===== src/design/vbc_pkg.sv =====
package vbc_pkg;

  // ---------------------------------------------------------------
  // Timing
  // ---------------------------------------------------------------
  localparam int CLK_PERIOD_NS = 100;
  localparam int SETTLE_TIME_NS = 400;
  localparam int SETTLE_CYCLES = (SETTLE_TIME_NS + CLK_PERIOD_NS - 1) / CLK_PERIOD_NS;
  localparam int WD_TIMEOUT_DEFAULT = 4000;

  // ---------------------------------------------------------------
  // Register offsets
  // ---------------------------------------------------------------
  localparam logic [7:0] OFS_TRIGGER = 8'h00;
  localparam logic [7:0] OFS_ASSIST = 8'h04;
  localparam logic [7:0] OFS_MANUAL = 8'h08;
  localparam logic [7:0] OFS_WATCHDOG = 8'h0C;
  localparam logic [7:0] OFS_LOCK_DELAY = 8'h10;
  localparam logic [7:0] OFS_RESULT = 8'h14;
  localparam logic [7:0] OFS_AMP_RESULT = 8'h18;
  localparam logic [7:0] OFS_IRQ_STATUS = 8'h1C;
  localparam logic [7:0] OFS_IRQ_MASK = 8'h20;

  // ---------------------------------------------------------------
  // Field positions
  // ---------------------------------------------------------------
  localparam int TRIG_FCAL_BIT = 0;
  localparam int ASSIST_CORE_LSB = 0;
  localparam int ASSIST_CORE_OVR_BIT = 3;
  localparam int ASSIST_BAND_OVR_BIT = 4;
  localparam int ASSIST_AMP_OVR_BIT = 5;
  localparam int ASSIST_WD_EN_BIT = 6;
  localparam int RESULT_LD_BIT = 14;
  localparam int RESULT_BUSY_BIT = 15;
  localparam int EV_DONE = 0;
  localparam int EV_WD_RESTART = 1;
  localparam int EV_RECAL = 2;
  localparam int EV_WD_EXHAUSTED = 3;
  localparam int SYN_FREQ = 0;
  localparam int SYN_AMP = 1;
  localparam int SYN_LOCK = 2;
  localparam int SYN_PD = 3;
  localparam int SYN_RELOCK = 4;

  // ---------------------------------------------------------------
  // Reset and search values
  // ---------------------------------------------------------------
  localparam logic [2:0] RST_START_CORE = 3'h7;
  localparam logic [2:0] MIN_CORE = 3'h1;
  localparam logic [7:0] RST_WD_COUNT = 8'h00;
  localparam logic [15:0] RST_LOCK_DELAY = 16'h0000;
  localparam logic [7:0] SAR_MID = 8'h80;
  localparam logic [7:0] SAR_TOP = 8'hFF;
  localparam logic [2:0] SAR_MSB = 3'h7;

  typedef enum logic [1:0] {
    ST_IDLE,
    ST_BAND,
    ST_AMP_START,
    ST_AMP
  } vbc_fsm_type;

  typedef struct packed {
    logic wr;
    logic rd;
    logic [7:0] addr;
    logic [15:0] wdata;
  } vbc_bus_type;

  typedef struct packed {
    logic [2:0] core;
    logic [7:0] band;
    logic [7:0] amp;
  } vbc_osc_type;

  typedef struct packed {
    logic [4:0] sync1;
    logic [4:0] sync2;
    logic pd_prev;
    logic trig_fcal;
    logic [2:0] start_core;
    logic core_override;
    logic band_override;
    logic amp_override;
    logic wd_enable;
    logic [7:0] manual_band;
    logic [7:0] manual_amp;
    logic [7:0] wd_restart_count;
    logic [7:0] wd_restarts;
    logic [15:0] wd_timer;
    logic wd_spent;
    logic [15:0] lock_delay_count;
    vbc_fsm_type fsm;
    logic [2:0] bit_idx;
    logic [2:0] settle;
    logic band_run;
    logic busy;
    vbc_osc_type osc;
    logic [15:0] ld_timer;
    logic ld_ok;
    logic [15:0] unlock_timer;
    logic [3:0] irq_status;
    logic [3:0] irq_mask;
    logic irq;
    logic [15:0] rd_data;
  } vbc_state_type;

endpackage


===== src/design/vbc_band_cal.sv =====
// Local design decisions: the address-and-strobe port and the address map.
`timescale 1ns/1ps
// Contract
// - A trigger write with the calibration enable bit at one launches the band search unless the band override bit is set.
// - Every trigger write also launches the amplitude calibration unless the amplitude override bit is set.
// - The search picks one band among several covering 7600 to 15200 MHz.
// - With partial assistance the search starts from the host supplied core.
// - With full assistance the supplied core, band and amplitude are applied without search.
// - With the watchdog enabled a timer runs during each calibration.
// - Watchdog expiry before the restart count is reached aborts the calibration and restarts it from the beginning.
// - Watchdog restarts never exceed the programmed restart count.
// - With the relock pin high, loss of lock lasting the lock delay triggers a recalibration.
// - The lock delay is a 16 bit count of phase detector cycles used for lock and recalibration.
module vbc_band_cal import vbc_pkg::*; #(
  parameter int WD_TIMEOUT_CYCLES = WD_TIMEOUT_DEFAULT
) (
  input wire logic clk_i,
  input wire logic sys_rst_i,
  input wire vbc_bus_type bus_i,
  output logic [15:0] rd_data_o,
  input wire logic freq_above_i,
  input wire logic amp_low_i,
  input wire logic lock_i,
  input wire logic pd_tick_i,
  input wire logic relock_cal_pin_i,
  output vbc_osc_type osc_o,
  output logic cal_busy_o,
  output logic lock_detect_o,
  output logic irq_o
);

  vbc_state_type s;
  vbc_state_type next_s;

  always_comb begin
    logic pd_edge;
    logic do_start;
    logic do_band;
    logic fresh;
    logic keep;
    logic [3:0] ev;
    logic [3:0] clr;
    logic [7:0] trial;
    pd_edge = 1'b0;
    do_start = 1'b0;
    do_band = 1'b0;
    fresh = 1'b0;
    keep = 1'b0;
    ev = 4'h0;
    clr = 4'h0;
    trial = 8'h00;
    next_s = s;

    // ---------------------------------------------------------------
    // Input synchronisers
    // ---------------------------------------------------------------
    next_s.sync1 = {relock_cal_pin_i, pd_tick_i, lock_i, amp_low_i, freq_above_i};
    next_s.sync2 = s.sync1;
    next_s.pd_prev = s.sync2[SYN_PD];
    pd_edge = s.sync2[SYN_PD] & ~s.pd_prev;

    // ---------------------------------------------------------------
    // Register access
    // ---------------------------------------------------------------
    next_s.rd_data = 16'h0000;
    if (bus_i.rd) begin
      unique case (bus_i.addr)
        OFS_TRIGGER: next_s.rd_data[TRIG_FCAL_BIT] = s.trig_fcal;
        OFS_ASSIST: next_s.rd_data[6:0] = {s.wd_enable, s.amp_override, s.band_override,
                                           s.core_override, s.start_core};
        OFS_MANUAL: next_s.rd_data = {s.manual_amp, s.manual_band};
        OFS_WATCHDOG: next_s.rd_data = {s.wd_restarts, s.wd_restart_count};
        OFS_LOCK_DELAY: next_s.rd_data = s.lock_delay_count;
        OFS_RESULT: begin
          next_s.rd_data[RESULT_BUSY_BIT] = s.busy;
          next_s.rd_data[RESULT_LD_BIT] = s.ld_ok;
          next_s.rd_data[10:0] = {s.osc.core, s.osc.band};
        end
        OFS_AMP_RESULT: next_s.rd_data[7:0] = s.osc.amp;
        OFS_IRQ_STATUS: next_s.rd_data[3:0] = s.irq_status;
        OFS_IRQ_MASK: next_s.rd_data[3:0] = s.irq_mask;
        default: next_s.rd_data = 16'h0000;
      endcase
    end
    if (bus_i.wr) begin
      unique case (bus_i.addr)
        OFS_TRIGGER: begin
          next_s.trig_fcal = bus_i.wdata[TRIG_FCAL_BIT];
          do_start = 1'b1;
          do_band = bus_i.wdata[TRIG_FCAL_BIT];
          fresh = 1'b1;
        end
        OFS_ASSIST: begin
          next_s.start_core = bus_i.wdata[ASSIST_CORE_LSB +: 3];
          next_s.core_override = bus_i.wdata[ASSIST_CORE_OVR_BIT];
          next_s.band_override = bus_i.wdata[ASSIST_BAND_OVR_BIT];
          next_s.amp_override = bus_i.wdata[ASSIST_AMP_OVR_BIT];
          next_s.wd_enable = bus_i.wdata[ASSIST_WD_EN_BIT];
        end
        OFS_MANUAL: begin
          next_s.manual_band = bus_i.wdata[7:0];
          next_s.manual_amp = bus_i.wdata[15:8];
        end
        OFS_WATCHDOG: next_s.wd_restart_count = bus_i.wdata[7:0];
        OFS_LOCK_DELAY: next_s.lock_delay_count = bus_i.wdata;
        OFS_IRQ_STATUS: clr = bus_i.wdata[3:0];
        OFS_IRQ_MASK: next_s.irq_mask = bus_i.wdata[3:0];
        default: ;
      endcase
    end

    // ---------------------------------------------------------------
    // Calibration sequencer
    // ---------------------------------------------------------------
    unique case (s.fsm)
      ST_IDLE: ;
      ST_BAND: begin
        if (s.settle != 3'(SETTLE_CYCLES - 1)) begin
          next_s.settle = s.settle + 3'h1;
        end else begin
          next_s.settle = 3'h0;
          // A set bit adds capacitance and lowers the frequency.
          keep = s.sync2[SYN_FREQ];
          trial = s.osc.band;
          trial[s.bit_idx] = keep;
          next_s.osc.band = trial;
          if (s.bit_idx == 3'h0) begin
            if (trial == SAR_TOP && keep && s.osc.core > MIN_CORE && !s.core_override) begin
              next_s.osc.core = s.osc.core - 3'h1;
              next_s.osc.band = SAR_MID;
              next_s.bit_idx = SAR_MSB;
            end else begin
              next_s.fsm = ST_AMP_START;
            end
          end else begin
            next_s.bit_idx = s.bit_idx - 3'h1;
            next_s.osc.band[s.bit_idx - 3'h1] = 1'b1;
          end
        end
      end
      ST_AMP_START: begin
        if (s.amp_override) begin
          next_s.osc.amp = s.manual_amp;
          next_s.fsm = ST_IDLE;
          next_s.busy = 1'b0;
          ev[EV_DONE] = 1'b1;
        end else begin
          next_s.osc.amp = SAR_MID;
          next_s.bit_idx = SAR_MSB;
          next_s.settle = 3'h0;
          next_s.fsm = ST_AMP;
        end
      end
      ST_AMP: begin
        if (s.settle != 3'(SETTLE_CYCLES - 1)) begin
          next_s.settle = s.settle + 3'h1;
        end else begin
          next_s.settle = 3'h0;
          trial = s.osc.amp;
          trial[s.bit_idx] = s.sync2[SYN_AMP];
          next_s.osc.amp = trial;
          if (s.bit_idx == 3'h0) begin
            next_s.fsm = ST_IDLE;
            next_s.busy = 1'b0;
            ev[EV_DONE] = 1'b1;
          end else begin
            next_s.bit_idx = s.bit_idx - 3'h1;
            next_s.osc.amp[s.bit_idx - 3'h1] = 1'b1;
          end
        end
      end
    endcase

    // ---------------------------------------------------------------
    // Watchdog
    // ---------------------------------------------------------------
    // A host trigger in the same cycle as an expiry wins, so its mode is not overwritten.
    if (s.busy && s.wd_enable && !s.wd_spent && !do_start) begin
      next_s.wd_timer = s.wd_timer + 16'h0001;
      if (s.wd_timer == 16'(WD_TIMEOUT_CYCLES - 1)) begin
        next_s.wd_timer = 16'h0000;
        if (s.wd_restarts < s.wd_restart_count) begin
          next_s.wd_restarts = s.wd_restarts + 8'h01;
          do_start = 1'b1;
          do_band = s.band_run;
          ev[EV_WD_RESTART] = 1'b1;
        end else begin
          next_s.wd_spent = 1'b1;
          ev[EV_WD_EXHAUSTED] = 1'b1;
        end
      end
    end

    // ---------------------------------------------------------------
    // Lock delay and recalibration on loss of lock
    // ---------------------------------------------------------------
    if (!s.busy && !s.ld_ok && pd_edge) begin
      next_s.ld_timer = s.ld_timer + 16'h0001;
    end
    if (!s.busy && !s.ld_ok && s.ld_timer == s.lock_delay_count) begin
      next_s.ld_ok = 1'b1;
    end
    if (s.sync2[SYN_RELOCK] && s.ld_ok && !s.sync2[SYN_LOCK]) begin
      if (pd_edge) begin
        next_s.unlock_timer = s.unlock_timer + 16'h0001;
      end
      if (s.unlock_timer == s.lock_delay_count && !do_start) begin
        do_start = 1'b1;
        do_band = 1'b1;
        fresh = 1'b1;
        ev[EV_RECAL] = 1'b1;
      end
    end else begin
      next_s.unlock_timer = 16'h0000;
    end

    // ---------------------------------------------------------------
    // Launch, which overrides any calibration in progress
    // ---------------------------------------------------------------
    if (do_start) begin
      next_s.busy = 1'b1;
      next_s.band_run = do_band;
      next_s.wd_timer = 16'h0000;
      next_s.ld_timer = 16'h0000;
      next_s.unlock_timer = 16'h0000;
      next_s.ld_ok = 1'b0;
      next_s.settle = 3'h0;
      next_s.bit_idx = SAR_MSB;
      if (fresh) begin
        next_s.wd_restarts = 8'h00;
        next_s.wd_spent = 1'b0;
      end
      if (!do_band) begin
        next_s.fsm = ST_AMP_START;
      end else if (s.band_override) begin
        next_s.osc.core = s.start_core;
        next_s.osc.band = s.manual_band;
        next_s.fsm = ST_AMP_START;
      end else begin
        next_s.osc.core = s.start_core;
        next_s.osc.band = SAR_MID;
        next_s.fsm = ST_BAND;
      end
    end

    // ---------------------------------------------------------------
    // Interrupts
    // ---------------------------------------------------------------
    next_s.irq_status = (s.irq_status & ~clr) | ev;
    next_s.irq = |(next_s.irq_status & next_s.irq_mask);
  end

  always_ff @(posedge clk_i or posedge sys_rst_i) begin
    if (sys_rst_i) begin
      s <= '0;
      s.start_core <= RST_START_CORE;
      s.wd_restart_count <= RST_WD_COUNT;
      s.lock_delay_count <= RST_LOCK_DELAY;
      s.fsm <= ST_IDLE;
      s.osc.core <= RST_START_CORE;
    end else begin
      s <= next_s;
    end
  end

  assign rd_data_o = s.rd_data;
  assign osc_o = s.osc;
  assign cal_busy_o = s.busy;
  assign lock_detect_o = s.ld_ok;
  assign irq_o = s.irq;

endmodule // vbc_band_cal


===== config.mk =====
export PLATFORM = sky130hd
export DESIGN_NAME = vbc_band_cal
export DESIGN_NICKNAME = d
export VERILOG_FILES = /design/src/design/vbc_pkg.sv /design/src/design/vbc_band_cal.sv
export SDC_FILE = /design/constraint.sdc
export NUM_CORES = 1
export LEC_CHECK = 0
export ABC_AREA = 0
export BUFFER_PORTS_ARGS = -buffer_cell sky130_fd_sc_hd__clkbuf_2
export CAP_MARGIN = 25
export CORE_MARGIN = 1
export CORE_UTILIZATION = 40
export CTS_CLUSTER_DIAMETER = 150
export DETAILED_ROUTE_END_ITERATION = 10
export GPL_ROUTABILITY_DRIVEN = 0
export SLEW_MARGIN = 15
export SYNTH_ARGS = -nofsm -noshare
export SYNTH_HDL_FRONTEND = slang
export SYNTH_SLANG_ARGS = --single-unit

===== constraint.sdc =====
create_clock -name clk_i -period 7.9 [get_ports clk_i]
set_input_delay 0.79 -clock clk_i [delete_from_list [all_inputs] [get_ports clk_i]]
set_output_delay 0.79 -clock clk_i [all_outputs]
set_load 0.02 [all_outputs]

* Word level (Yosys, flattened, before mapping) *
Index checks and enable logic that the tools add are counted.

cells by class
  $add $sub $neg = 7
  equal/unequal tests = 27
  magnitude comparators = 6
  bitwise logic cells = 8
  reduce and logical (&&, ||, !) cells = 40
  muxes and demuxes = 88

operator list
  operator                                         count
  two-way mux 25 bit                               3
  two-way mux 16 bit                               4
  two-way mux 8 bit                                7
  adder 16 x 1 -> 16 bit, second input constant    3
  two-way mux 11 bit                               4
  two-way mux 1 bit                                35
  two-way mux 33 bit                               1
  == test 16 bit                                   2
  == test 8 x 5 -> 1 bit, second input constant    4
  inequality test 3 bit, second input constant     8
  one-hot mux 3 bit (8 select lines)               1
  one-hot mux 8 bit (3 select lines)               1
  two-way mux 21 bit                               1
  one-hot mux 3 bit (6 select lines)               1
  bitwise mux 8 bit                                2
  == test 16 x 12 -> 1 bit, second input constant  1
  == test 8 x 4 -> 1 bit, second input constant    2
  two-way mux 4 bit                                4
  OR 8 bit                                         2
  one-hot mux 8 bit (2 select lines)               1
  two-way mux 3 bit                                5
  logical AND 1 bit                                14
  AND reduction 2 bit                              7
  two-way mux 2 bit                                6
  38 further kinds                                 57

word-level totals
  bits in registers = 171
  input port bits = 33
  output and inout port bits = 38
  word-level logic and storage cells = 207

* Logic depth before layout (Yosys ltp) *
Gate-level depths: netlist (run 1).

  word-level depth = 15
  mapped depth = 10

* Worst setup path after synthesis (run 1) *
Ideal clock, no wire load.

  kind = input -> register
  start point = in bus_i[19] in the netlist's numbering
  end point = reg s (netlist bit osc_o[17])
  setup time = 82 ps
  stages on the path = 7
  required time = 7818 ps
  arrival time = 2866 ps
  setup slack = 4952 ps
  cells stage by stage = clkbuf_1 -> nor4_1 -> a31o_2 -> a2111oi_4 -> o31ai_1 -> buf_6 -> mux2_2

RTL lines
  item                  line                 RTL
  from (decl)           vbc_band_cal.sv:19   input wire vbc_bus_type bus_i,
  to (signal assigned)  vbc_band_cal.sv:262  s <= next_s;
  to (decl)             vbc_band_cal.sv:32   vbc_state_type s;

==> impl_metrics.tcl, run 1 <==
set metrics [dict create \
    timing.rr.start "s[109]" \
    setup_violations 0 \
    wl_per_cell_um 19.8 \
    wirelength_um 24800 \
    clkTransAtPathRegs_ns 0.07 \
    post_cts_resized 0 \
    clock-sinks 171 \
    yosys_most_used_dff "dfrtp_1" \
    n_antenna_cell 0 \
    postSynthCellCount 936 \
    worstHoldStart "next_s[161]" \
    fin_cells 1253 \
    grt_pass1_wl_um 39000 \
    cp-end-kind "register" \
    synth.ff_latch_count 171 \
    area_growth_pct 10.2 \
    status "finished, final reports clean" \
    dpl.hpwl_um 17800 \
    drt_iter0_drc 525 \
    hold-path-cell-count 0 \
    final_net_count 1004 \
    antenna_found_initial 0 \
    leakage_nw 4.66 \
    cp.required_ns 8.22 \
    cts_inserted_buffers 17 \
    ir_drop_uv 185 \
    worst_slack_ns 4.55 \
    ys_seq_area_share_pct 46.5 \
    placed_area_um2 9530 \
    tritoncts "yes" \
    ys_warn_count 0 \
    fp-row-count 55 \
    h-tree-depth 4 \
    clk_latency_ns 0.44 \
    start_util_pct 40.7 \
    syn-mean-instance-area_um2 9.85 \
    setup_tns_ns 0 \
    via_per_inst 5.74 \
    mappedNetlistArea_um2 9220 \
    postCtsSetupRepairBufs 0 \
    reg2reg_slack_ns 4.55 \
    synth_top_family_by_area "simple AND/OR/NAND/NOR gates" \
    path_cells "or4_1 > or4_4 > a2111oi_4 > a21boi_0 > o31ai_2 > buf_4 > mux2_2" \
    die_h_um 154 \
    period_share_pct 42.4 \
    grt_max_degree 93 \
    finalClockSkew_ns 0.0135 \
    cts-root-buf "clkbuf_16" \
    finalHoldViolCount 0 \
    final_cell_area_um2 10200 \
    crit_slowest_cell "a2111oi_4" \
    ys_types 63 \
    globalRoute.totalOverflow 0 \
    port_buffers 70 \
    track_usage_pct 21.8 \
    syn_nets 985 \
    drv_slew 0 \
    synth_compound_area_share_pct 14.0 \
    critPathKind "reg -> reg" \
    clk_path_buf_depth 2 \
    reg2reg_to "osc_o[8]" \
    synth_edf_count 0 \
    synth_simple_gate_area_share_pct 16.7 \
    ios 71 \
    fin_crit_ns 3.35 \
    powerDensity_nw_per_um2 249 \
    drc_errors 0 \
    muxShareOfSynthArea_pct 8.48 \
    slew_headroom_pct 42.0 \
    synth_fa_ha_area_share_pct 2.17 \
    max_cap_viol_count 0 \
    timing.fmax_ghz 0.298 \
    pre_cts_slack_ns 4.24 \
    worstMarginPinSlew_ns 0.870 \
    dr.pass1.iters 6 \
    drive_gt1_share_pct 19.4 \
    grt_pass1_vias 6716 \
    crit_arrival_ns 3.67 \
    synth_xor_area_share_pct 6.27 \
    critPathBufInv 1 \
    reg2reg_depth 7 \
    die-area_um2 23700 \
    async_flop_share_pct 100 \
    num_vias 7193 \
    postRouteAntennaNets 0 \
    place_inst 1218 \
    die_w_um 154 \
    critPathMaxFanout 22 \
    critPathTopFamily "compound AO/OA/AOI/OAI gates" \
    holdBufCountCts 0 \
    holdPathEnd "s[161]" \
    worst_path_largest_cell_delay_ns 0.75 \
    cp-start-kind "register" \
    rsz0062_at_grt "no" \
    core_area_um2 22600 \
    fin_util_pct 44.9 \
    hp-class "reg -> reg" \
]
-- cell usage after synthesis, drive strengths merged (22+ instances only) --
cell	instances	area (µm²)
mux2	57	642
o21ai	43	215
xor2	41	359
nand4	22	138
nor2	73	277
dfrtp	165	4130
nand3	44	220
a21oi	70	350
xnor2	25	219
nand2	70	263
clkbuf	37	139
inv	25	93.8
buf	42	308
-- layout make-up --
type | instances | area (µm²)
Fill cell | 2156 | 12500
Sequential cell | 171 | 4290
Clock inverter | 15 | 161
Tap cell | 285 | 357
Multi-Input combinational cell | 661 | 4400
Clock buffer | 17 | 425
Inverter | 25 | 98.8
Timing Repair Buffer | 79 | 435
-- cells by family (layout without fill, tap and decap cells) --
| logic type | after synthesis | count (layout) |
|---|---|---|
| AND/OR/NAND/NOR | 307 | 307 |
| AO/OA/AOI/OAI | 201 | 201 |
| flip-flops | 171 | 171 |
| buffers and inverters | 104 | 136 |
| multiplexers | 71 | 71 |
| XOR/XNOR | 66 | 66 |
| adder cells (fa/ha/maj) | 16 | 16 |
-- registers in the layout (all words and copies together) (netlist names) --
register       count
cal_busy_o         1
irq_o              1
lock_detect_o      1
next_s             6
osc_o             19
rd_data_o         16
s                127
-- how the worst max path moves through the flow --
stage	startpoint	to	cells after the start
after floorplan	sys_rst_i	cal_busy_o	1
final	s[109]	osc_o[8]	7
after CTS	s[109]	osc_o[8]	7
after global routing	s[104]	osc_o[8]	8
after detailed placement	bus_i[21]	s[151]	6
after global placement	bus_i[21]	s[138]	6
-- stage by stage --
stage	power [W]	hold WS (ns)
3_3_place_gp	0.00169	0.332
3_5_place_dp	0.00169	0.337
4_1_cts	0.00254	0.351
2_1_floorplan	0.00154	0.331
6_report	0.00254	0.347
5_1_grt	0.00266	0.357
-- layout by cell type (no fill, tap or decap), types with 4 or more instances in the layout --
cell       instances
dfrtp_1          165
nor2_1            72
clkbuf_2          71
nand2_1           70
a21oi_1           70
mux2_2            57
nand3_1           44
o21ai_0           42
xor2_1            41
xnor2_1           25
inv_1             24
nand4_1           22
a31oi_1           18
clkbuf_16         17
nor3_1            16
or3_1             16
ha_1              16
mux2i_1           14
and3_1            13
a222oi_1          12
nor4_1             8
and2_1             8
a21o_1             8
a221oi_1           8
and4_1             7
inv_6              7
buf_4              7
nor2b_1            6
a21boi_0           6
o2bb2ai_1          6
dfstp_2            6
nand3b_1           5
a211oi_1           4
a31o_2             4
nand2b_1           4
a22oi_1            4
-- power breakdown --
part | switching [W] | leakage, nW | total, W | internal, W
sequential | 0.000165 | 2.23 | 0.00113 | 0.000964
clock | 0.000376 | 0.289 | 0.000847 | 0.000472
combinational | 0.000344 | 2.15 | 0.000559 | 0.000215
-- worst register-to-register path, stage by stage (launching register included) --
cell       delay (ns)
dfrtp_1          0.41
or4_1            0.55
or4_4            0.53
a2111oi_4        0.75
a21boi_0         0.24
o31ai_2          0.10
buf_4            0.28
mux2_2           0.37
-- metal layers --
layer  global-route usage (%)  routed length, µm
met3                     4.00               1430
met2                     32.8              11300
met4                     9.14                627
met5                        0                  0
met1                     30.7              11500
Note: power is estimated with default switching activity, not from simulation.
==> run 2: changes to the inputs <==
- clock period: 7.9 -> 3.05 ns (I/O delays scaled with it)
==> run 2 against run 1 <==
Die area is the same. Sequential power grew to 2.6 times the previous value. Flip-flop and latch count is the same. Count of clock-buffer cells in the layout up 3. Wire length increased by 2.7%. Critical path depth rose by 1. Clock skew down 0.0064 ns. Design area grew 2.3%. Global-route usage grew 0.84 points. Register-to-register slack worse by 4.3 ns. Sequential share of layout area shrank 0.94 points. Via count rose by 1.6%. Largest cell class unchanged.
==> impl_metrics.tcl, run 2 (synthesis gave the netlist of run 1 again) <==
set metrics [dict create \
    holdWs_ns 0.121 \
    die-area_um2 23700 \
    reg2reg_depth 8 \
    ios 71 \
    port_buffers 70 \
    period_share_pct 90.8 \
    path_cells "or4_1 > or4_4 > a2111oi_4 > buf_4 > and4_1 > nand3_1 > xor2_1 > nor2_1" \
    clk_latency_ns 0.43 \
    setup_violations 0 \
    fin_crit_ns 2.77 \
    setup_tns_ns 0 \
    die_h_um 154 \
    wl_per_cell_um 20.0 \
    worst_path_largest_cell_delay_ns 0.53 \
    clkTransAtPathRegs_ns 0.07 \
    grt_pass1_vias 7157 \
    slew_headroom_pct 48.2 \
    cp-start-kind "register" \
    hold-path-cell-count 2 \
    final_common_cell "dfrtp_1" \
    clk_path_buf_depth 2 \
    cp-end-kind "register" \
    grt_max_degree 84 \
    cts_inserted_buffers 17 \
    drive_gt1_share_pct 20.6 \
    dpl.hpwl_um 18600 \
    wirelength_um 25500 \
    area_growth_pct 12.7 \
    drc_errors 0 \
    num_vias 7311 \
    largest_register_ffs 127 \
    leakage_nw 4.78 \
    tritoncts "yes" \
    powerDensity_nw_per_um2 639 \
    die_w_um 154 \
    status "finished, final reports clean" \
    drv_slew 0 \
    antenna_found_initial 0 \
    h-tree-depth 4 \
    critPathKind "reg -> reg" \
    drt_iter0_drc 589 \
    hp-class "in -> reg" \
    postRouteAntennaNets 0 \
    dr.pass1.iters 6 \
    rsz0062_at_grt "no" \
    crit_arrival_ns 3.06 \
    clock-sinks 171 \
    final_net_count 1029 \
    globalRoute.totalOverflow 0 \
    cp.required_ns 3.34 \
    cp.depth 8 \
    worstMarginPinSlew_ns 0.775 \
    timing.fmax_ghz 0.361 \
    regMostFlops "s" \
    postCtsSetupRepairBufs 0 \
    n_antenna_cell 0 \
    track_usage_pct 22.6 \
    grt_pass1_wl_um 40700 \
    fin_util_pct 45.9 \
    crit_slowest_cell "or4_1" \
    critPathTopFamily "simple AND/OR/NAND/NOR gates" \
    post_cts_resized 0 \
    core_area_um2 22600 \
    via_per_inst 5.72 \
    cts-root-buf "clkbuf_16" \
    max_cap_viol_count 0 \
    final_cell_mix "165 x dfrtp_1, 72 x nor2_1, 70 x nand2_1, 70 x a21oi_1, 70 x clkbuf_2" \
    fp-row-count 55 \
    critPathBufInv 1 \
    finalClockSkew_ns 0.00712 \
    start_util_pct 40.7 \
    critPathMaxFanout 12 \
    finalHoldViolCount 0 \
    ir_drop_uv 334 \
]
[run 2: cell types whose count changed in the layout (fill, tap and decap cells not counted), sizes merged]
cell	delta
clkbuf	+2
inv	-3
dlygate4sd3	+6
clkinv	-2
clkinvlp	+2
buf	+20
[run 2: cell type report]
| cell class | instances | area (µm²) |
|---|---|---|
| fill | 2143 | 12200 |
| multi-input combinational | 661 | 4400 |
| sequential | 171 | 4290 |
| timing repair buffer | 104 | 671 |
| clock buffer | 20 | 447 |
| tap | 285 | 357 |
| clock inverter | 12 | 138 |
| inverter | 25 | 97.6 |
[run 2: path summary, 6_finish.rpt]
check | from | to | slack, ns
max | s[109] | s[125] | 0.28
min | bus_i[14] | s[101] | 0.12
max reg2reg | s[109] | s[125] | 0.28
min reg2reg | next_s[163] | s[163] | 0.35
max in group asynchronous | sys_rst_i | s[120] | 1.79
min in group asynchronous | sys_rst_i | rd_data_o[9] | 0.46
[run 2: through the flow]
step	worst slack [ns]	std cells	instance area, µm²	power, W
finish	0.281	1278	10400	0.00664
CTS	0.273	1277	10400	0.00666
global placement	0.359	1239	9740	0.00444
global route	0.0915	1278	10400	0.00697
floorplan	0.413	936	9220	0.00398
detailed placement	0.283	1239	9740	0.00447
[run 2: worst reg2reg max path: cells and delay by family, from the launching register on]
family | cells | cell delay, ns
AO/OA/AOI/OAI | 1 | 0.30
XOR/XNOR | 1 | 0.18
buffers and inverters | 1 | 0.25
flip-flops | 1 | 0.43
AND/OR/NAND/NOR | 5 | 1.48
[run 2: power by group]
group / total (W) / switching, W / internal [W]
Sequential: 0.00289 / 0.000391 / 0.00250
Clock: 0.00218 / 0.000946 / 0.00124
Combinational: 0.00157 / 0.000956 / 0.000610
[run 2: routing by layer]
metal  up-vias  GRT usage (%)  routed length, µm
li1       3438              -                  -
met1      3629           32.1              12300
met2       218           35.1              11500
met3        26           3.72               1280
met4         0           7.38                417
met5         -              0                  0
[run 2: what timing repair did]
action | CTS | global route
setup endpoints to repair | 0 | 0
hold endpoints to repair | 23 | 0
hold buffers | 6 | 0
